File: config.mk
export PLATFORM = sky130hd
export DESIGN_NAME = epbd_top
export DESIGN_NICKNAME = d
export VERILOG_FILES = /design/src/design/epbd_top.v
export VERILOG_INCLUDE_DIRS = /design/src /design/src/design
export SDC_FILE = /design/constraint.sdc
export NUM_CORES = 1
export LEC_CHECK = 0
export ABC_CLOCK_PERIOD_IN_PS = 23900
export BUFFER_PORTS_ARGS = -buffer_cell sky130_fd_sc_hd__buf_2
export CORE_MARGIN = 2
export CORE_UTILIZATION = 35
export CTS_CLUSTER_DIAMETER = 150
export DETAILED_ROUTE_END_ITERATION = 10
export HOLD_SLACK_MARGIN = 0.06
export PLACE_DENSITY = 0.6
export SYNTH_ARGS = -nofsm -noshare
export SYNTH_HDL_FRONTEND = slang
export SYNTH_SLANG_ARGS = --single-unit
File: constraint.sdc
create_clock -name i_clk -period 23.9 [get_ports i_clk]
set_clock_uncertainty 0.1 [all_clocks]
set_input_delay 2.39 -clock i_clk [delete_from_list [all_inputs] [get_ports i_clk]]
set_output_delay 2.39 -clock i_clk [all_outputs]
set_load 0.01 [all_outputs]
File: src/design/epbd_map.vh
// Purpose : constants of the external port bank decoder
// Assumes : addresses are 32-bit word addresses
// Notes   : definitions only
`ifndef EPBD_MAP_VH
`define EPBD_MAP_VH

// ********************************************************************
// address map
// ********************************************************************
`define EPBD_BANK0_BASE    32'h0020_0000
`define EPBD_ASYNC_WORDS   26'h080_0000
`define EPBD_SDR_MIN_WORDS 26'h010_0000
`define EPBD_SDR_SIZE_MAX  3'h6
`define EPBD_ISA_FIRST     32'h0020_0000
`define EPBD_ISA_LAST      32'h005F_FFFF
`define EPBD_COMPRESSED_INSTRUCTION_MODE_FIRST    32'h0060_0000
`define EPBD_COMPRESSED_INSTRUCTION_MODE_LAST     32'h00FF_FFFF

// ********************************************************************
// timing and encodings
// ********************************************************************
`define EPBD_SYNC_CYC      4'h2
`define EPBD_SDR_BASE_CYC  4'h3
`define EPBD_ICNT_NONE     2'h0
`define EPBD_ICNT_FIXED    2'h1
`define EPBD_ICNT_PACKED   2'h3
`define EPBD_SEL_IDLE      4'hF

`endif

File: src/design/epbd_top.v
// Purpose : external port bank decoder, arbiter and access sequencer
// Assumes : one clock i_clk at 20 MHz, asynchronous active-high reset
// Notes   : one access outstanding at a time; answers leave through a
//           two-entry buffer so a stalled receiver loses no word
`timescale 1ns/10ps
`include "epbd_map.vh"

module epbd_top #(
   parameter DW = 64
) (
   // clock and reset
   input  wire          i_clk,
   input  wire          i_rst,
   // core request
   input  wire          i_core_valid,
   input  wire [31:0]   i_core_addr,
   input  wire          i_core_we,
   input  wire [DW-1:0] i_core_wdata,
   input  wire          i_core_fetch,
   input  wire          i_core_cmode,
   input  wire          i_core_simd,
   output reg           o_core_ready,
   // dma request
   input  wire          i_dma_valid,
   input  wire [31:0]   i_dma_addr,
   input  wire          i_dma_we,
   input  wire [DW-1:0] i_dma_wdata,
   output reg           o_dma_ready,
   // bank configuration
   input  wire [3:0]    i_bank_sdram_mode,
   input  wire [11:0]   i_sdram_size,
   input  wire [15:0]   i_async_wait,
   input  wire [15:0]   i_sdram_ext,
   // answer
   input  wire          i_rsp_ready,
   output reg           o_rsp_valid,
   output reg           o_rsp_dma,
   output reg           o_rsp_err,
   output reg  [DW-1:0] o_rsp_data,
   output reg  [1:0]    o_rsp_icnt,
   // external pins
   output reg  [3:0]    o_bank_select_n,
   output reg  [31:0]   o_ext_addr,
   output reg           o_ext_we_n,
   output reg           o_ext_sdram,
   output reg  [DW-1:0] o_epd_out,
   output reg           o_epd_oe,
   input  wire [DW-1:0] i_epd_in
);

   // ****************************************************************
   // states
   // ****************************************************************
   localparam [1:0] S_IDLE  = 2'h0;
   localparam [1:0] S_GRANT = 2'h1;
   localparam [1:0] S_ACC   = 2'h2;
   localparam [1:0] S_DONE  = 2'h3;

   // ****************************************************************
   // decode: returns {hit, bank}
   // ****************************************************************
   function [2:0] bank_decode;
      input [31:0] a;
      input [3:0]  sdm;
      input [11:0] sz;
      reg   [1:0]  b;
      reg   [2:0]  code;
      reg   [25:0] lim;
      reg          hit;
      begin
         b    = a[27:26];
         code = sz[b*3 +: 3];
         if (code > `EPBD_SDR_SIZE_MAX) begin
            code = `EPBD_SDR_SIZE_MAX;
         end
         // 256M bytes fills the whole 64M-word slot and overflows lim
         lim  = `EPBD_SDR_MIN_WORDS << code;
         if (a[31:28] != 4'h0) begin
            hit = 1'b0;
         end else if (sdm[b]) begin
            hit = (code == `EPBD_SDR_SIZE_MAX) ? 1'b1
                : (a[25:0] < lim);
         end else begin
            hit = (a[25:0] < `EPBD_ASYNC_WORDS);
         end
         // bank 0 never starts below its fixed base in either mode
         if (b == 2'h0 && a < `EPBD_BANK0_BASE) begin
            hit = 1'b0;
         end
         bank_decode = {hit, b};
      end
   endfunction

   // ****************************************************************
   // fetch window check
   // ****************************************************************
   function fetch_ok;
      input [31:0] a;
      input        cmode;
      begin
         if (cmode) begin
            fetch_ok = (a >= `EPBD_COMPRESSED_INSTRUCTION_MODE_FIRST)
                     && (a <= `EPBD_COMPRESSED_INSTRUCTION_MODE_LAST);
         end else begin
            fetch_ok = (a >= `EPBD_ISA_FIRST)
                     && (a <= `EPBD_ISA_LAST);
         end
      end
   endfunction

   // ****************************************************************
   // state
   // ****************************************************************
   reg [1:0]    state_r;
   reg          sel_dma_r;
   reg          last_dma_r;
   reg [4:0]    cnt_r;
   reg          sdr_r;
   reg          simd_r;
   reg          we_r;
   reg [1:0]    icnt_r;
   reg          err_r;
   reg [DW-1:0] rdata_r;
   reg [DW-1:0] epd_s1_r;
   reg [DW-1:0] epd_s2_r;
   reg          spare_v_r;
   reg          spare_dma_r;
   reg          spare_err_r;
   reg [DW-1:0] spare_data_r;
   reg [1:0]    spare_icnt_r;

   // ****************************************************************
   // request mux and decode
   // ****************************************************************
   reg  [31:0]   req_addr;
   reg           req_we;
   reg  [DW-1:0] req_wdata;
   reg           req_fetch;
   reg           req_cmode;
   reg           req_simd;
   reg  [2:0]    dec;
   reg           req_hit;
   reg           req_sdr;
   reg  [4:0]    req_cnt;

   always @* begin
      if (sel_dma_r) begin
         req_addr  = i_dma_addr;
         req_we    = i_dma_we;
         req_wdata = i_dma_wdata;
         req_fetch = 1'b0;
         req_cmode = 1'b0;
         req_simd  = 1'b0;
      end else begin
         req_addr  = i_core_addr;
         req_we    = i_core_we;
         req_wdata = i_core_wdata;
         req_fetch = i_core_fetch;
         req_cmode = i_core_cmode;
         req_simd  = i_core_simd;
      end
      dec     = bank_decode(req_addr, i_bank_sdram_mode, i_sdram_size);
      req_hit = dec[2];
      // code runs from bank 0 only, and only inside its mode's window
      if (req_fetch && (dec[1:0] != 2'h0
          || !fetch_ok(req_addr, req_cmode))) begin
         req_hit = 1'b0;
      end
      req_sdr = i_bank_sdram_mode[dec[1:0]];
      // the sync stages add latency, so every access waits for them
      if (req_sdr) begin
         // one spare bit: base plus the largest extra wait needs five bits
         req_cnt = {1'b0, `EPBD_SDR_BASE_CYC}
                 + {1'b0, i_sdram_ext[dec[1:0]*4 +: 4]};
      end else begin
         req_cnt = {1'b0, `EPBD_SYNC_CYC}
                 + {1'b0, i_async_wait[dec[1:0]*4 +: 4]};
      end
   end

   // ****************************************************************
   // arbiter and sequencer
   // ****************************************************************
   wire both_req  = i_core_valid & i_dma_valid;
   wire pick_dma  = both_req ? ~last_dma_r : i_dma_valid;

   always @(posedge i_clk or posedge i_rst) begin
      if (i_rst) begin
         state_r         <= S_IDLE;
         sel_dma_r       <= 1'b0;
         last_dma_r      <= 1'b1;
         o_core_ready    <= 1'b0;
         o_dma_ready     <= 1'b0;
         cnt_r           <= 5'h00;
         sdr_r           <= 1'b0;
         simd_r          <= 1'b0;
         we_r            <= 1'b0;
         icnt_r          <= `EPBD_ICNT_NONE;
         err_r           <= 1'b0;
         rdata_r         <= {DW{1'b0}};
         o_bank_select_n <= `EPBD_SEL_IDLE;
         o_ext_addr      <= 32'h0000_0000;
         o_ext_we_n      <= 1'b1;
         o_ext_sdram     <= 1'b0;
         o_epd_out       <= {DW{1'b0}};
         o_epd_oe        <= 1'b0;
      end else begin
         o_core_ready <= 1'b0;
         o_dma_ready  <= 1'b0;
         case (state_r)
            S_IDLE: begin
               // a grant waits for room so the answer can never be lost
               if ((i_core_valid | i_dma_valid) && !spare_v_r) begin
                  sel_dma_r    <= pick_dma;
                  last_dma_r   <= pick_dma;
                  o_dma_ready  <= pick_dma;
                  o_core_ready <= ~pick_dma;
                  state_r      <= S_GRANT;
               end
            end
            S_GRANT: begin
               we_r    <= req_we;
               sdr_r   <= req_sdr;
               simd_r  <= req_simd & req_sdr;
               icnt_r  <= !req_fetch ? `EPBD_ICNT_NONE
                        : req_cmode ? `EPBD_ICNT_PACKED
                        : `EPBD_ICNT_FIXED;
               rdata_r <= {DW{1'b0}};
               if (req_hit) begin
                  err_r           <= 1'b0;
                  cnt_r           <= req_cnt;
                  o_bank_select_n <= ~(4'h1 << dec[1:0]);
                  o_ext_addr      <= req_addr;
                  o_ext_sdram     <= req_sdr;
                  o_ext_we_n      <= ~req_we;
                  o_epd_oe        <= req_we;
                  o_epd_out       <= (req_simd & req_sdr) ? req_wdata
                                   : {{(DW-32){1'b0}}, req_wdata[31:0]};
                  state_r         <= S_ACC;
               end else begin
                  err_r   <= 1'b1;
                  state_r <= S_DONE;
               end
            end
            S_ACC: begin
               if (cnt_r == 5'h00) begin
                  if (!we_r) begin
                     rdata_r <= simd_r ? epd_s2_r
                              : (icnt_r != `EPBD_ICNT_NONE)
                              ? {{(DW-48){1'b0}}, epd_s2_r[47:0]}
                              : {{(DW-32){1'b0}}, epd_s2_r[31:0]};
                  end
                  o_bank_select_n <= `EPBD_SEL_IDLE;
                  o_ext_we_n      <= 1'b1;
                  o_epd_oe        <= 1'b0;
                  state_r         <= S_DONE;
               end else begin
                  cnt_r <= cnt_r - 5'h01;
               end
            end
            S_DONE: begin
               state_r <= S_IDLE;
            end
            default: begin
               state_r <= S_IDLE;
            end
         endcase
      end
   end

   // ****************************************************************
   // data pin synchroniser
   // ****************************************************************
   always @(posedge i_clk or posedge i_rst) begin
      if (i_rst) begin
         epd_s1_r <= {DW{1'b0}};
         epd_s2_r <= {DW{1'b0}};
      end else begin
         epd_s1_r <= i_epd_in;
         epd_s2_r <= epd_s1_r;
      end
   end

   // ****************************************************************
   // two-entry answer buffer: output stage plus one spare
   // ****************************************************************
   wire push = (state_r == S_DONE);
   wire pop  = o_rsp_valid & i_rsp_ready;

   always @(posedge i_clk or posedge i_rst) begin
      if (i_rst) begin
         o_rsp_valid  <= 1'b0;
         o_rsp_dma    <= 1'b0;
         o_rsp_err    <= 1'b0;
         o_rsp_data   <= {DW{1'b0}};
         o_rsp_icnt   <= `EPBD_ICNT_NONE;
         spare_v_r    <= 1'b0;
         spare_dma_r  <= 1'b0;
         spare_err_r  <= 1'b0;
         spare_data_r <= {DW{1'b0}};
         spare_icnt_r <= `EPBD_ICNT_NONE;
      end else begin
         if (pop && spare_v_r) begin
            o_rsp_dma  <= spare_dma_r;
            o_rsp_err  <= spare_err_r;
            o_rsp_data <= spare_data_r;
            o_rsp_icnt <= spare_icnt_r;
            spare_v_r  <= push;
         end else if (push && (!o_rsp_valid || pop)) begin
            o_rsp_valid <= 1'b1;
            o_rsp_dma   <= sel_dma_r;
            o_rsp_err   <= err_r;
            o_rsp_data  <= rdata_r;
            o_rsp_icnt  <= icnt_r;
         end else if (push) begin
            spare_v_r <= 1'b1;
         end else if (pop) begin
            o_rsp_valid <= 1'b0;
         end
         if (push) begin
            spare_dma_r  <= sel_dma_r;
            spare_err_r  <= err_r;
            spare_data_r <= rdata_r;
            spare_icnt_r <= icnt_r;
         end
      end
   end

endmodule // epbd_top

# Word level (Yosys, flattened, before mapping)
# Cells that the tools add are included.
classes:
  n_addsub: 3
  multipliers: 1
  magnitude_cmp: 9
  eq_ne: 11
  n_shift: 5
  n_mux: 60
  bitwise: 9
  reduce_logical: 30
ops:
  columns: ["cell", "count"]
  rows:
  - ["64-bit two-way mux", 7]
  - ["64-bit case mux with 2 select lines", 1]
  - ["48-bit two-way mux", 1]
  - ["32-bit by 22-bit >= comparator with 1-bit output, second input constant", 1]
  - ["32-bit by 23-bit >= comparator with 1-bit output, second input constant", 1]
  - ["32-bit by 23-bit <= comparator with 1-bit output, second input constant", 1]
  - ["32-bit by 24-bit <= comparator with 1-bit output, second input constant", 1]
  - ["32-bit by 22-bit < comparator with 1-bit output, second input constant", 1]
  - ["1-bit two-way mux", 32]
  - ["32-bit two-way mux", 1]
  - ["16-bit by 5-bit indexed part select with 4-bit output", 2]
  - ["26-bit by 24-bit < comparator with 1-bit output, second input constant", 1]
  - ["26-bit < comparator", 1]
  - ["21-bit by 3-bit left shift with 26-bit output, first input constant", 1]
  - ["5-bit two-way mux", 3]
  - ["2-bit two-way mux", 6]
  - ["2-bit != test, second input constant", 6]
  - ["3-bit AND reduction", 4]
  - ["2-bit nonzero test", 6]
  - ["12-bit by 5-bit indexed part select with 3-bit output", 1]
  - ["2-bit by 4-bit adder with 5-bit output, first input constant", 2]
  - ["5-bit case mux with 2 select lines", 1]
  - ["4-bit two-way mux", 2]
  - ["2-bit case mux with 4 select lines", 1]
  - ["24 further kinds", 44]
word_totals:
  reg_bits: 449
  inputBits: 314
  out_inout_bits: 174
  elab_cells: 157

# Logic depth before layout (Yosys ltp)
# Gate-level depths: netlist of the first run.
depth:
  word_depth: 14
  ltp_mapped: 18
  depth_no_buf: 12

# Worst setup path before layout of the first run
# OpenSTA, ideal clock, no wires.
synth_timing:
  path_type: "in2reg"
  startpoint: "in i_dma_addr[26]"
  endpoint: "reg o_epd_oe"
  setup_ns: 0.125
  arrival_time_ns: 5.817
  t_required_ns: 23.675
  path_slack_ns: 17.859
  cell_stages: 13
  path_buffers: 2
  cell_sequence: "mux2i_1 -> buf_4 -> buf_2 -> mux4_2 -> or3_1 -> ha_1 -> o21a_1 -> o211ai_1 -> a21oi_1 -> o221ai_1 -> a21boi_1 -> nor2_2 -> mux2_2"
synth_between:
  elab_chain_len: 14
  elab_cells_between_ends: 31
  classes_between: "mul (1); order compare (7); eq/ne (2); shift (2); mux (10); reduce/logical (9)"
synth_lines:
  columns: ["element", "line", "text"]
  rows:
  - ["from (decl)", "epbd_top.v:25", "input wire [31:0] i_dma_addr,"]
  - ["32-bit two-way mux *", "epbd_top.v:147", "if (sel_dma_r) begin"]
  - ["2-bit by 2-bit multiplier with 4-bit output", "epbd_top.v:72", "code = sz[b*3 +: 3];"]
  - ["12-bit by 5-bit indexed part select with 3-bit output", "epbd_top.v:72", null]
  - ["3-bit > comparator (no line)", null, null]
  - ["3-bit two-way mux", "epbd_top.v:73", "if (code > `EPBD_SDR_SIZE_MAX) begin"]
  - ["21-bit by 3-bit left shift with 26-bit output (no line)", null, null]
  - ["26-bit < comparator", "epbd_top.v:82", ": (a[25:0] < lim);"]
  - ["1-bit two-way mux", "epbd_top.v:81", "hit = (code == `EPBD_SDR_SIZE_MAX) ? 1'b1"]
  - ["1-bit two-way mux", "epbd_top.v:80", "end else if (sdm[b]) begin"]
  - ["1-bit two-way mux", "epbd_top.v:78", "if (a[31:28] != 4'h0) begin"]
  - ["1-bit two-way mux", "epbd_top.v:87", "if (b == 2'h0 && a < `EPBD_BANK0_BASE) begin"]
  - ["1-bit two-way mux *", "epbd_top.v:165", "if (req_fetch && (dec[1:0] != 2'h0"]
  - ["2-bit != test (no line) *", null, null]
  - ["3-bit AND reduction (no line) *", null, null]
  - ["to (signal assigned)", "epbd_top.v:236", "o_epd_oe <= req_we;"]
  - ["to (decl)", "epbd_top.v:47", "output reg o_epd_oe,"]
# Mark *: on every way between the ends. The rest lies on a longest branch, timed or not. The select of a mux whose other input is x is not followed.
# A chain may end at the register's enable or synchronous reset.

# Worst setup path in the final report of the first run
layout_timing:
  startpoint: "in i_core_addr[26]"
  endpoint: "reg o_epd_out[42]"
layout_between:
  elab_chain_len: 13
  elab_cells_between_ends: 32
  classes_between: "mul (1); order compare (7); eq/ne (1); shift (2); mux (11); bitwise (1); reduce/logical (9)"
layout_lines:
  columns: ["element", "line", "text"]
  rows:
  - ["from (decl)", "epbd_top.v:16", "input wire [31:0] i_core_addr,"]
  - ["32-bit two-way mux *", "epbd_top.v:147", null]
  - ["2-bit by 2-bit multiplier with 4-bit output", "epbd_top.v:72", null]
  - ["12-bit by 5-bit indexed part select with 3-bit output", "epbd_top.v:72", null]
  - ["3-bit > comparator (no line)", null, null]
  - ["3-bit two-way mux", "epbd_top.v:73", null]
  - ["21-bit by 3-bit left shift with 26-bit output (no line)", null, null]
  - ["26-bit < comparator", "epbd_top.v:82", null]
  - ["1-bit two-way mux", "epbd_top.v:81", null]
  - ["1-bit two-way mux", "epbd_top.v:80", null]
  - ["1-bit two-way mux", "epbd_top.v:78", null]
  - ["1-bit two-way mux", "epbd_top.v:87", null]
  - ["1-bit two-way mux", "epbd_top.v:165", null]
  - ["2-bit AND reduction (no line)", null, null]
  - ["to (signal assigned)", "epbd_top.v:205", "o_epd_out <= {DW{1'b0}};"]
  - ["to (signal assigned)", "epbd_top.v:237", "o_epd_out <= (req_simd & req_sdr) ? req_wdata"]
  - ["to (decl)", "epbd_top.v:46", "output reg [DW-1:0] o_epd_out,"]
# Marked as above.

==> metrics.log, run 1 <==
[metrics] number of synthesized flops with an enable pin: 0
[metrics] count of buffers inserted at the top-level ports: around 460
[metrics] number of top-level pins: about 490
[metrics] number of DRC violations after detailed-routing iteration 0: a little over 900
[metrics] transition time at the pin with the least slew margin: about 1.1 ns
[metrics] remaining routing DRC violations: 0
[metrics] internal power: around 1.7 mW
[metrics] proportion of layout cells with a drive suffix above 1: between 30% and 40%
[metrics] total number of vias: 12,179
[metrics] Non-Filler Instances: ~2,500
[metrics] dominant delay contributor by cell family on the critical path: multiplexers
[metrics] CP cell instances: buf_2 -> mux2i_4 -> mux4_2 -> or3_1 -> ha_1 -> o21a_1 -> o211ai_1 -> a21oi_1 -> o221ai_1 -> nand3_4 -> buf_4 -> nand2_1 -> o21ai_0
[metrics] Post-layout nets: between 2,000 and 2,500
[metrics] final worst hold slack: around 0.24 ns
[metrics] area leader, netlist: sky130_fd_sc_hd__dfrtp_1
[metrics] pin count of the biggest net entering global routing: around 180
[metrics] #FFs+latches synth: between 400 and 500
[metrics] FF-to-FF setup slack: approximately 18 ns
[metrics] floorplan die height: 225 um
[metrics] LEAKAGE: between 10 and 15 nW
[metrics] Root Buffer: sky130_fd_sc_hd__clkbuf_16
[metrics] Gate Count Post-Synth: 1,398
[metrics] Detail Placement HPWL: slightly above 30,000 um
[metrics] sort of element at the end of the critical path: flip-flop
[metrics] top cells by area in the synthesized netlist: sky130_fd_sc_hd__dfrtp_1, sky130_fd_sc_hd__nand2_1, sky130_fd_sc_hd__mux2_2
[metrics] fraction of power spent switching nets: approximately a third
[metrics] Unique masters post-synth: 58
[metrics] wire length per cell after detailed routing: between 15 and 20 um
[metrics] clock tree from TritonCTS: done
[metrics] summed area of non-filler cells in the final layout: 0.0215 mm2
[metrics] placed cell count: ~2,400
[metrics] critical-path maximum fanout: 111
[metrics] number of buffers inserted for hold repair after clock tree synthesis: 0
[metrics] time the worst path needs with I/O delays and setup: around 7.0 ns
[metrics] detail-routed via count per cell: roughly 4.9
[metrics] setup repair after global routing missed its margin: false
[metrics] headroom to the max-slew limit: 27.1%
[metrics] Longest Clk Path Bufs: 3
[metrics] worst-skew pair later-pin latency: ~0.56 ns
[metrics] Slew Limit Fails: 0
[metrics] result of the run: finished, final reports clean
[metrics] global-route wire length before repair: ~70,000 um
[metrics] die footprint: between 0.05 and 0.06 mm2
[metrics] most frequent cell after synthesis: sky130_fd_sc_hd__dfrtp_1
[metrics] worst hold-check path type: flip-flop to flip-flop
[metrics] number of antenna violations at the first check in global routing: 8
[metrics] Placement Rows: 81
[metrics] sequential share of power: between 40% and 50%
[metrics] Net Count, Synth: between 1,500 and 2,000
[metrics] setup total negative slack: 0 ns
[metrics] area growth from synthesis to layout: 25.4%
[metrics] areal power density over the cells: 118 mW/mm2
[metrics] Primary FF master, synth: sky130_fd_sc_hd__dfrtp_1
[metrics] buffer and inverter count on the worst path: 2
[metrics] critical path launch point type: input pin
[metrics] die outline width: approximately 230 um
[metrics] sequential fraction of the synthesis area: between 60% and 70%
[metrics] Num CTS Buffers: 47
[metrics] Overall Global Routing Usage: 18.2%
[metrics] initial standard-cell utilization of the core: around a third
[metrics] number of setup buffers added after CTS: 0
[metrics] Remaining Overflow, GRT: 0
[metrics] FFs w/ async S/R, synth: 100%
[metrics] clock sink total: around 450
[metrics] final setup violating endpoints: 0
[metrics] antenna viol nets, final: 0
[metrics] arrival time reported for the critical path endpoint: roughly 7.3 ns
[metrics] first-pass iteration count of the detailed router: 6
[metrics] maximum cell stage delay along the critical path: 0.83 ns
[metrics] yosys warns: 0
[metrics] crit path kind: input pin to flip-flop
[metrics] Post-Synthesis Cell Area: approximately 0.017 mm2
[metrics] weighted congestion reported at the end of routability-driven placement: about 0.88
[metrics] number of max-capacitance violations reported: 0
[metrics] area share of the largest cell type after synthesis: between 60% and 70%
[metrics] IR drop worst, VDD: ~0.000069 V
[metrics] net switching power: 0.886 mW
[metrics] mean post-synth cell area: 12.3 um2
[metrics] most numerous cell types in the synthesized netlist: sky130_fd_sc_hd__dfrtp_1, sky130_fd_sc_hd__nand2_1, sky130_fd_sc_hd__o21ai_0
[metrics] number of endpoints with negative hold slack in the final report: 0
[metrics] final clock period utilization by the worst path: between 20% and 30%
[metrics] clock-pin slew of the registers on the worst-case setup and hold paths: about 0.060 ns
[metrics] WP data required: around 24 ns
[metrics] number of inserted filler cells in the final layout: 4,508
[metrics] maximum operating frequency: about 0.14 GHz
[metrics] Crit-path slowest cell: sky130_fd_sc_hd__mux2i_4
[metrics] aggregate routed wire length: between 40,000 and 50,000 um
[metrics] maximum level of the CTS H-tree: 2
[metrics] area of the core: around 0.05 mm2
[metrics] instance area at placement: ~0.020 mm2
[metrics] PostCTS Resize Cnt: 0
[metrics] clock share of power: around 28%
[metrics] via count of the first global-routing pass: approximately 13,000
[metrics] combinational fraction of design power: 30.7%
==> per-layer routing <==
layer,track usage (%),wire [um]
met4,5.79,1020
met2,29.3,21400
met3,6.14,3810
met5,0,63
met1,23.3,19800
==> cell families (layout without fill, tap and decap cells) <==
logic type               count (synthesis)  count (layout)  synth area share, %
flip-flops                             449             449                 65.6
AND/OR/NAND/NOR                        327             327                 7.69
AO/OA/AOI/OAI                          273             273                 10.6
buffers and inverters                  174             635                 4.11
multiplexers                           157             157                 10.8
adder cells (fa/ha/maj)                 14              14                 1.02
XOR/XNOR                                 4               4                0.204
other                                    0               3                    0
==> cell usage in the layout, fill, tap and decap left out, types with 4 or more instances in the layout <==
master,synthesis,routed
sky130_fd_sc_hd__a21oi_1,8,8
sky130_fd_sc_hd__a222oi_1,68,68
sky130_fd_sc_hd__and2_1,7,6
sky130_fd_sc_hd__buf_2,3,455
sky130_fd_sc_hd__buf_4,1,12
sky130_fd_sc_hd__clkbuf_1,70,6
sky130_fd_sc_hd__clkbuf_16,0,49
sky130_fd_sc_hd__clkbuf_8,0,9
sky130_fd_sc_hd__clkinv_2,0,11
sky130_fd_sc_hd__dfrtp_1,443,442
sky130_fd_sc_hd__dfstp_2,6,6
sky130_fd_sc_hd__ha_1,14,12
sky130_fd_sc_hd__inv_1,85,84
sky130_fd_sc_hd__mux2_2,79,79
sky130_fd_sc_hd__mux2_4,6,6
sky130_fd_sc_hd__mux2i_1,59,58
sky130_fd_sc_hd__mux4_2,11,11
sky130_fd_sc_hd__nand2_1,271,271
sky130_fd_sc_hd__nand3_1,7,7
sky130_fd_sc_hd__nor2_1,18,18
sky130_fd_sc_hd__nor2b_1,4,4
sky130_fd_sc_hd__nor3_1,7,7
sky130_fd_sc_hd__o21ai_0,144,144
sky130_fd_sc_hd__o21ai_1,22,22
==> flip-flops by register name, summed over array words and instances (netlist names), 2 cells and up <==
signal	count
cnt_r	5
epd_s1_r	64
epd_s2_r	64
icnt_r	2
o_bank_select_n	4
o_epd_out	64
o_ext_addr	32
o_rsp_data	64
o_rsp_icnt	2
rdata_r	64
spare_data_r	64
spare_icnt_r	2
state_r	2
==> metrics by stage <==
step                power (mW)  util [%]  worst slack (ns)
floorplan                 1.56         -              8.91
global placement          1.84      41.1             16.42
global route              2.72      44.2             16.41
finish                    2.55      44.2             16.87
detailed placement        1.87      41.1             16.26
CTS                       2.59      44.2             16.89
==> power groups by stage <==
stage / Clock, mW / Sequential, mW / Combinational, mW
finish: 0.707 / 1.06 / 0.782
global route: 0.764 / 1.08 / 0.873
CTS: 0.732 / 1.06 / 0.799
detailed placement: 0 / 1.07 / 0.798
global placement: 0 / 1.06 / 0.783
floorplan: 0 / 1.09 / 0.471
==> final timing paths <==
kind,start,cells past startpoint,end
max,i_core_addr[26],13,o_epd_out[42]
min,epd_s1_r[6],0,epd_s2_r[6]
max reg2reg,sel_dma_r,12,o_epd_out[42]
min reg2reg,epd_s1_r[6],0,epd_s2_r[6]
max in group asynchronous,i_rst,3,o_epd_out[28]
min in group asynchronous,i_rst,2,epd_s1_r[13]
==> final cells by class <==
cell class,count,area (um2),area share [%]
antenna,3,7.51,0.0349
clock buffer,64,1370,6.38
clock inverter,18,134,0.622
inverter,85,327,1.52
multi-input combinational,775,5260,24.4
sequential,449,11200,52.3
tap,622,778,3.62
timing repair buffer,468,2390,11.1
(Power assumes the default switching activity.)
==> inputs of run 2 (changes only) <==
- ABC_CLOCK_PERIOD_IN_PS: 23900 -> 7000
- clock period: 23.9 -> 7 ns (I/O delays scaled with it)
==> metrics.log, run 2 (synthesis results as in run 1) <==
[metrics] result of the run: finished, final reports clean (unchanged)
[metrics] clock share of power: 31.0% (was 27.8%)
[metrics] final worst hold slack: 0.126 ns (was 0.242 ns)
[metrics] setup slack after placement: 1.44 ns (was 16.26 ns)
[metrics] Root Buffer: sky130_fd_sc_hd__clkbuf_16 (unchanged)
[metrics] clock sink total: 449 (unchanged)
[metrics] die footprint: 0.0508 mm2 (unchanged)
[metrics] number of buffers inserted for hold repair after clock tree synthesis: 0 (unchanged)
[metrics] buffer and inverter count on the worst path: 3 (was 2)
[metrics] critical-path maximum fanout: 114 (was 111)
[metrics] sequential share of power: 39.7% (was 41.5%)
[metrics] total area of multi-input combinational cells: 0.00526 mm2 (about the same)
[metrics] Num CTS Buffers: 47 (unchanged)
[metrics] areal power density over the cells: 418 mW/mm2 (was 118 mW/mm2)
[metrics] Crit-path slowest cell: sky130_fd_sc_hd__buf_4 (was sky130_fd_sc_hd__mux2i_4)
[metrics] number of inserted filler cells in the final layout: 4,515 (was 4,508)
[metrics] fraction of power spent switching nets: 33.5% (was 34.8%)
[metrics] total number of vias: 12,197 (was 12,179)
[metrics] LEAKAGE: 11.3 nW (was 11.2 nW)
[metrics] maximum operating frequency: 0.191 GHz
[metrics] arrival time reported for the critical path endpoint: 5.54 ns (was 7.32 ns)
[metrics] initial standard-cell utilization of the core: 35.3% (unchanged)
[metrics] Detail Placement HPWL: 31,400 um (was 30,900 um)
[metrics] time the worst path needs with I/O delays and setup: between 5 and 6 ns
[metrics] Longest Clk Path Bufs: 3 (unchanged)
[metrics] number of top-level pins: 488 (unchanged)
[metrics] number of antenna violations at the first check in global routing: 5 (was 8)
[metrics] combinational fraction of design power: 29.3% (was 30.7%)
[metrics] proportion of layout cells with a drive suffix above 1: 36.0% (was 35.7%)
[metrics] critical path launch point type: flip-flop (was input pin)
[metrics] Sequential Area: 0.0112 mm2 (unchanged)
[metrics] global-route wire length before repair: 72,000 um (was 71,600 um)
[metrics] weighted congestion reported at the end of routability-driven placement: 0.863 (was 0.875)
[metrics] maximum level of the CTS H-tree: 2 (unchanged)
[metrics] worst hold-check path type: input pin to asynchronous set/reset pin (was flip-flop to flip-flop)
[metrics] final setup violating endpoints: 0 (unchanged)
[metrics] first-pass iteration count of the detailed router: 8 (was 6)
[metrics] WP data required: 7.30 ns (was 24.19 ns)
[metrics] Overall Global Routing Usage: 18.3% (was 18.2%)
[metrics] remaining routing DRC violations: 0 (unchanged)
[metrics] number of setup buffers added after CTS: 0 (unchanged)
[metrics] headroom to the max-slew limit: 26.9% (was 27.1%)
[metrics] PostCTS Resize Cnt: 0 (unchanged)
[metrics] die outline width: 225 um (unchanged)
[metrics] pin count of the biggest net entering global routing: 163 (was 175)
[metrics] area of the core: 0.0486 mm2 (unchanged)
[metrics] commonest cells after routing, fill and taps aside: sky130_fd_sc_hd__buf_2, sky130_fd_sc_hd__dfrtp_1, sky130_fd_sc_hd__nand2_1 (unchanged)
[metrics] Remaining Overflow, GRT: 0 (unchanged)
[metrics] number of max-capacitance violations reported: 0 (unchanged)
[metrics] IR drop worst, VDD: 0.000222 V (was 0.0000694 V)
[metrics] final clock period utilization by the worst path: roughly three quarters
[metrics] dominant delay contributor by cell family on the critical path: buffers and inverters (was multiplexers)
[metrics] wire length per cell after detailed routing: 18.5 um (was 18.6 um)
[metrics] worst-skew pair later-pin latency: 0.56 ns (about the same)
[metrics] most frequent standard cell in the layout excluding fill and tap cells: sky130_fd_sc_hd__buf_2 (unchanged)
[metrics] number of DRC violations after detailed-routing iteration 0: 942 (was 928)
[metrics] clock-pin slew of the registers on the worst-case setup and hold paths: 0.06 ns (about the same)
[metrics] setup slack of the critical path after layout: 1.76 ns (was 16.87 ns)
[metrics] area growth from synthesis to layout: 27.3% (was 25.4%)
[metrics] setup repair after global routing missed its margin: false (unchanged)
[metrics] aggregate routed wire length: 46,200 um (was 46,100 um)
[metrics] net switching power: 3.06 mW (was 0.886 mW)
[metrics] Placement Rows: 81 (unchanged)
[metrics] transition time at the pin with the least slew margin: 1.10 ns (was 1.07 ns)
[metrics] crit path kind: flip-flop to flip-flop (was input pin to flip-flop)
[metrics] CP cell instances: mux2i_4 -> buf_4 -> mux4_2 -> or3_1 -> ha_1 -> o21a_1 -> o211ai_1 -> a21oi_1 -> o221ai_1 -> nand3_4 -> buf_4 -> buf_4 -> o21ai_0 (was buf_2 -> mux2i_4 -> mux4_2 -> or3_1 -> ha_1 -> o21a_1 -> o211ai_1 -> a21oi_1 -> o221ai_1 -> nand3_4 -> buf_4 -> nand2_1 -> o21ai_0)
[metrics] maximum cell stage delay along the critical path: 0.82 ns (was 0.83 ns)
[metrics] clock tree from TritonCTS: done (unchanged)
[metrics] number of endpoints with negative hold slack in the final report: 0 (unchanged)
[metrics] detail-routed via count per cell: 4.89 (was 4.90)
[metrics] via count of the first global-routing pass: 12,751 (was 12,551)
[metrics] internal power: 6.07 mW (was 1.66 mW)
[metrics] Post-layout nets: 2,158 (was 2,154)
[metrics] count of buffers inserted at the top-level ports: 455 (unchanged)
[metrics] setup total negative slack: 0 ns (unchanged)
[metrics] antenna viol nets, final: 0 (unchanged)
[metrics] dominant cell type by count on the critical path: sky130_fd_sc_hd__buf_4
[metrics] Slew Limit Fails: 0 (unchanged)
[metrics] floorplan die height: 225 um (unchanged)
[metrics] sort of element at the end of the critical path: flip-flop (unchanged)
==> run 2: cell types whose count changed in the layout (fill, tap and decap cells not counted), sizes merged <==
cell      delta
buf          +4
inv          -2
clkbuf       +2
clkinvlp     -1
bufinv      +10
clkinv       -5
==> run 2: layout make-up <==
| type | instances | share of cell area (%) |
|---|---|---|
| inverter | 85 | 1.48 |
| tap | 622 | 3.56 |
| sequential | 449 | 51.5 |
| clock inverter | 20 | 1.75 |
| multi-input combinational | 775 | 24.1 |
| clock buffer | 66 | 6.46 |
| timing repair buffer | 472 | 11.1 |
| antenna | 3 | 0.0344 |
==> run 2: metal layers <==
| metal | global-route usage [%] | part of all wire [%] | vias up |
|---|---|---|---|
| met2 | 29.8 | 47 | 365 |
| met1 | 22.8 | 42 | 6051 |
| li1 | - | - | 5704 |
| met4 | 5.70 | 2.4 | 4 |
| met5 | 0 | 0.071 | - |
| met3 | 6.25 | 8.5 | 73 |
==> run 2: power groups by stage <==
stage               clock [mW]  sequential, mW  combinational, mW
finish                    2.83            3.62               2.68
floorplan                    0            3.71               1.61
detailed placement           0            3.66               2.73
global route              3.02            3.70               2.99
global placement             0            3.62               2.67
CTS                       2.91            3.62               2.73
==> run 2: stage by stage <==
stage	utilization, %	cells	total power [mW]	instance area (um2)
floorplan	-	1398	5.31	17200
global placement	41.2	2403	6.29	20000
detailed placement	41.2	2403	6.39	20000
CTS	44.9	2489	9.27	21800
global route	44.9	2491	9.71	21800
finish	44.9	2492	9.13	21800
==> run 2: path summary, 6_finish.rpt <==
path                                   start              to  slack, ns  depth (start not counted)
min in group i_clk              i_epd_in[31]    epd_s1_r[31]       0.14                          1
worst min-delay path                   i_rst  o_ext_addr[21]       0.13                          2
worst max register to register     sel_dma_r   o_epd_out[27]       1.76                         13
worst min register to register  epd_s1_r[40]    epd_s2_r[40]       0.24                          0
worst max-delay path               sel_dma_r   o_epd_out[27]       1.76                         13
max in group asynchronous              i_rst     rdata_r[34]       5.26                          3
==> run 2: worst reg2reg max path: stages (launching register included) <==
cell and delay (ns):
sky130_fd_sc_hd__dfrtp_4 0.52, sky130_fd_sc_hd__mux2i_4 0.40, sky130_fd_sc_hd__buf_4 0.35, sky130_fd_sc_hd__mux4_2 0.59
sky130_fd_sc_hd__or3_1 0.39, sky130_fd_sc_hd__ha_1 0.28, sky130_fd_sc_hd__o21a_1 0.11, sky130_fd_sc_hd__o211ai_1 0.08
sky130_fd_sc_hd__a21oi_1 0.13, sky130_fd_sc_hd__o221ai_1 0.27, sky130_fd_sc_hd__nand3_4 0.18, sky130_fd_sc_hd__buf_4 0.56
sky130_fd_sc_hd__buf_4 0.87, sky130_fd_sc_hd__o21ai_0 0.26
==> inputs of run 3 (changes only) <==
- ABC_CLOCK_PERIOD_IN_PS: 7000 -> 4700
- PLACE_DENSITY: 0.6 -> 0.63
- clock period: 7 -> 4.7 ns (I/O delays scaled with it)
==> metrics.log, run 3 (synthesis results as in run 1) <==
[metrics] pin count of the biggest net entering global routing: 121 (was 163)
[metrics] worst hold-check path type: input pin to flip-flop (was input pin to asynchronous set/reset pin)
[metrics] crit path kind: flip-flop to flip-flop (unchanged)
[metrics] transition time at the pin with the least slew margin: 1.11 ns (was 1.10 ns)
[metrics] remaining routing DRC violations: 0 (unchanged)
[metrics] Detail Placement HPWL: 31,900 um (was 31,400 um)
[metrics] Overall Global Routing Usage: 18.7% (was 18.3%)
[metrics] number of setup buffers added after CTS: 0 (unchanged)
[metrics] Longest Clk Path Bufs: 3 (unchanged)
[metrics] count of buffers inserted at the top-level ports: 455 (unchanged)
[metrics] time the worst path needs with I/O delays and setup: 4.38 ns (was 5.24 ns)
[metrics] CP cell instances: mux2i_4 -> mux4_2 -> or3_1 -> ha_1 -> o21a_1 -> o211ai_1 -> a21oi_1 -> o221ai_2 -> nand3_4 -> buf_12 -> nand2_1 -> o21ai_0 (was mux2i_4 -> buf_4 -> mux4_2 -> or3_1 -> ha_1 -> o21a_1 -> o211ai_1 -> a21oi_1 -> o221ai_1 -> nand3_4 -> buf_4 -> buf_4 -> o21ai_0)
[metrics] die outline width: 225 um (unchanged)
[metrics] detail-routed via count per cell: 4.91 (was 4.89)
[metrics] IR drop worst, VDD: 0.000356 V (was 0.000222 V)
[metrics] Slew Limit Fails: 0 (unchanged)
[metrics] antenna viol nets, final: 0 (unchanged)
[metrics] aggregate routed wire length: 47,300 um (was 46,200 um)
[metrics] initial standard-cell utilization of the core: 35.3% (unchanged)
[metrics] setup repair after global routing missed its margin: false (unchanged)
[metrics] Root Buffer: sky130_fd_sc_hd__clkbuf_16 (unchanged)
[metrics] critical path launch point type: flip-flop (unchanged)
[metrics] worst-skew pair later-pin latency: 0.57 ns (was 0.56 ns)
[metrics] Num CTS Buffers: 47 (unchanged)
[metrics] setup slack of the critical path after layout: 0.320 ns (was 1.76 ns)
[metrics] clock tree from TritonCTS: done (unchanged)
[metrics] final setup violating endpoints: 0 (unchanged)
[metrics] maximum cell stage delay along the critical path: 0.61 ns (was 0.82 ns)
[metrics] Final Core Density: 46.9% (was 44.9%)
[metrics] Crit-path slowest cell: sky130_fd_sc_hd__mux4_2 (was sky130_fd_sc_hd__buf_4)
[metrics] Remaining Overflow, GRT: 0 (unchanged)
[metrics] Post-layout nets: 2,268 (was 2,158)
[metrics] area growth from synthesis to layout: 33.1% (was 27.3%)
[metrics] floorplan die height: 225 um (unchanged)
[metrics] final worst hold slack: 0.0900 ns (was 0.126 ns)
[metrics] via count of the first global-routing pass: 13,459 (was 12,751)
[metrics] number of antenna violations at the first check in global routing: 3 (was 5)
[metrics] areal power density over the cells: 586 mW/mm2 (was 418 mW/mm2)
[metrics] number of top-level pins: 488 (unchanged)
[metrics] most frequent standard cell in the layout excluding fill and tap cells: sky130_fd_sc_hd__buf_2 (unchanged)
[metrics] clock sink total: 449 (unchanged)
[metrics] headroom to the max-slew limit: 25.8% (was 26.9%)
[metrics] maximum level of the CTS H-tree: 2 (unchanged)
[metrics] proportion of layout cells with a drive suffix above 1: 34.4% (was 36.0%)
[metrics] clock-pin slew of the registers on the worst-case setup and hold paths: 0.06 ns (about the same)
[metrics] final clock period utilization by the worst path: 93.2% (was 74.9%)
[metrics] maximum operating frequency: 0.228 GHz (was 0.191 GHz)
[metrics] Placement Rows: 81 (unchanged)
[metrics] total number of vias: 12,749 (was 12,197)
[metrics] sort of element at the end of the critical path: flip-flop (unchanged)
[metrics] commonest cells after routing, fill and taps aside: sky130_fd_sc_hd__buf_2, sky130_fd_sc_hd__dfrtp_1, sky130_fd_sc_hd__nand2_1 (unchanged)
[metrics] die footprint: 0.0508 mm2 (unchanged)
[metrics] area of the core: 0.0486 mm2 (unchanged)
[metrics] global-route wire length before repair: 73,900 um (was 72,000 um)
[metrics] setup slack after placement: 0.272 ns (was 1.44 ns)
[metrics] result of the run: finished, final reports clean (unchanged)
[metrics] number of inserted filler cells in the final layout: 4,371 (was 4,515)
[metrics] wire length per cell after detailed routing: 18.2 um (was 18.5 um)
[metrics] LEAKAGE: 11.7 nW (was 11.3 nW)
[metrics] WP data required: 5.01 ns (was 7.30 ns)
[metrics] arrival time reported for the critical path endpoint: 4.69 ns (was 5.54 ns)
[metrics] critical-path maximum fanout: 120 (was 114)
[metrics] first-pass iteration count of the detailed router: 8 (unchanged)
[metrics] number of endpoints with negative hold slack in the final report: 0 (unchanged)
[metrics] number of DRC violations after detailed-routing iteration 0: 880 (was 942)
[metrics] number of max-capacitance violations reported: 0 (unchanged)
[metrics] weighted congestion reported at the end of routability-driven placement: 0.833 (was 0.863)
[run 3: report_power, final]
part / internal [mW] / switching, mW
clock network: 2.33 / 1.53
registers: 4.82 / 0.593
logic: 1.63 / 2.46
[run 3: worst max-delay path: cells and delay by family, from the launching register on]
kind | cells | cell delay, ns
muxes | 2 | 1.06
and+or+nand+nor | 3 | 0.90
AOI/OAI and AO/OA | 5 | 0.88
DFF | 1 | 0.58
buffers and inverters | 1 | 0.33
adders and majority gates | 1 | 0.29
[run 3: through the flow]
stage	cell area (um2)	cells	power (mW)	TNS [ns]
2_1_floorplan	17200	1398	7.91	-859.28
3_3_place_gp	20100	2410	9.39	0
3_5_place_dp	20100	2410	9.54	0
4_1_cts	22800	2597	13.5	0
5_1_grt	22800	2599	14.2	0
6_report	22800	2599	13.4	0
[run 3: layout make-up]
class	instances	area [um2]	share of cell area, %
multi-input combinational	775	5260	23.1
antenna	2	5.00	0.0219
clock inverter	24	304	1.33
sequential	449	11200	49.3
inverter	85	323	1.41
tap	622	778	3.41
timing repair buffer	582	3580	15.7
clock buffer	60	1330	5.81
[run 3: worst paths after layout]
kind	startpoint	end	slack [ns]	depth (start not counted)
max	sel_dma_r	o_epd_out[40]	0.32	12
max in group asynchronous	i_rst	epd_s1_r[15]	2.86	5
min	i_core_wdata[59]	o_epd_out[59]	0.09	3
min in group asynchronous	i_rst	o_ext_addr[25]	0.52	3
max reg2reg	sel_dma_r	o_epd_out[40]	0.32	12
min reg2reg	epd_s1_r[41]	epd_s2_r[41]	0.24	0
[run 3: metal layers]
metal  track usage (%)  vias to the layer above  part of all wire, %
met5                 0                        -                0.027
met4              6.58                        2                  2.8
met3              6.43                       91                  8.6
met2              30.7                      414                   47
met1              23.0                     6316                   42
li1                  -                     5926                    -
[run 3: timing repair]
item / 4_1_cts / 5_1_grt
gates resized for setup: 0 / 1
hold buffers: 103 / 0
endpoints found under the setup margin: 0 / 69
endpoints found under the hold margin: 128 / 0
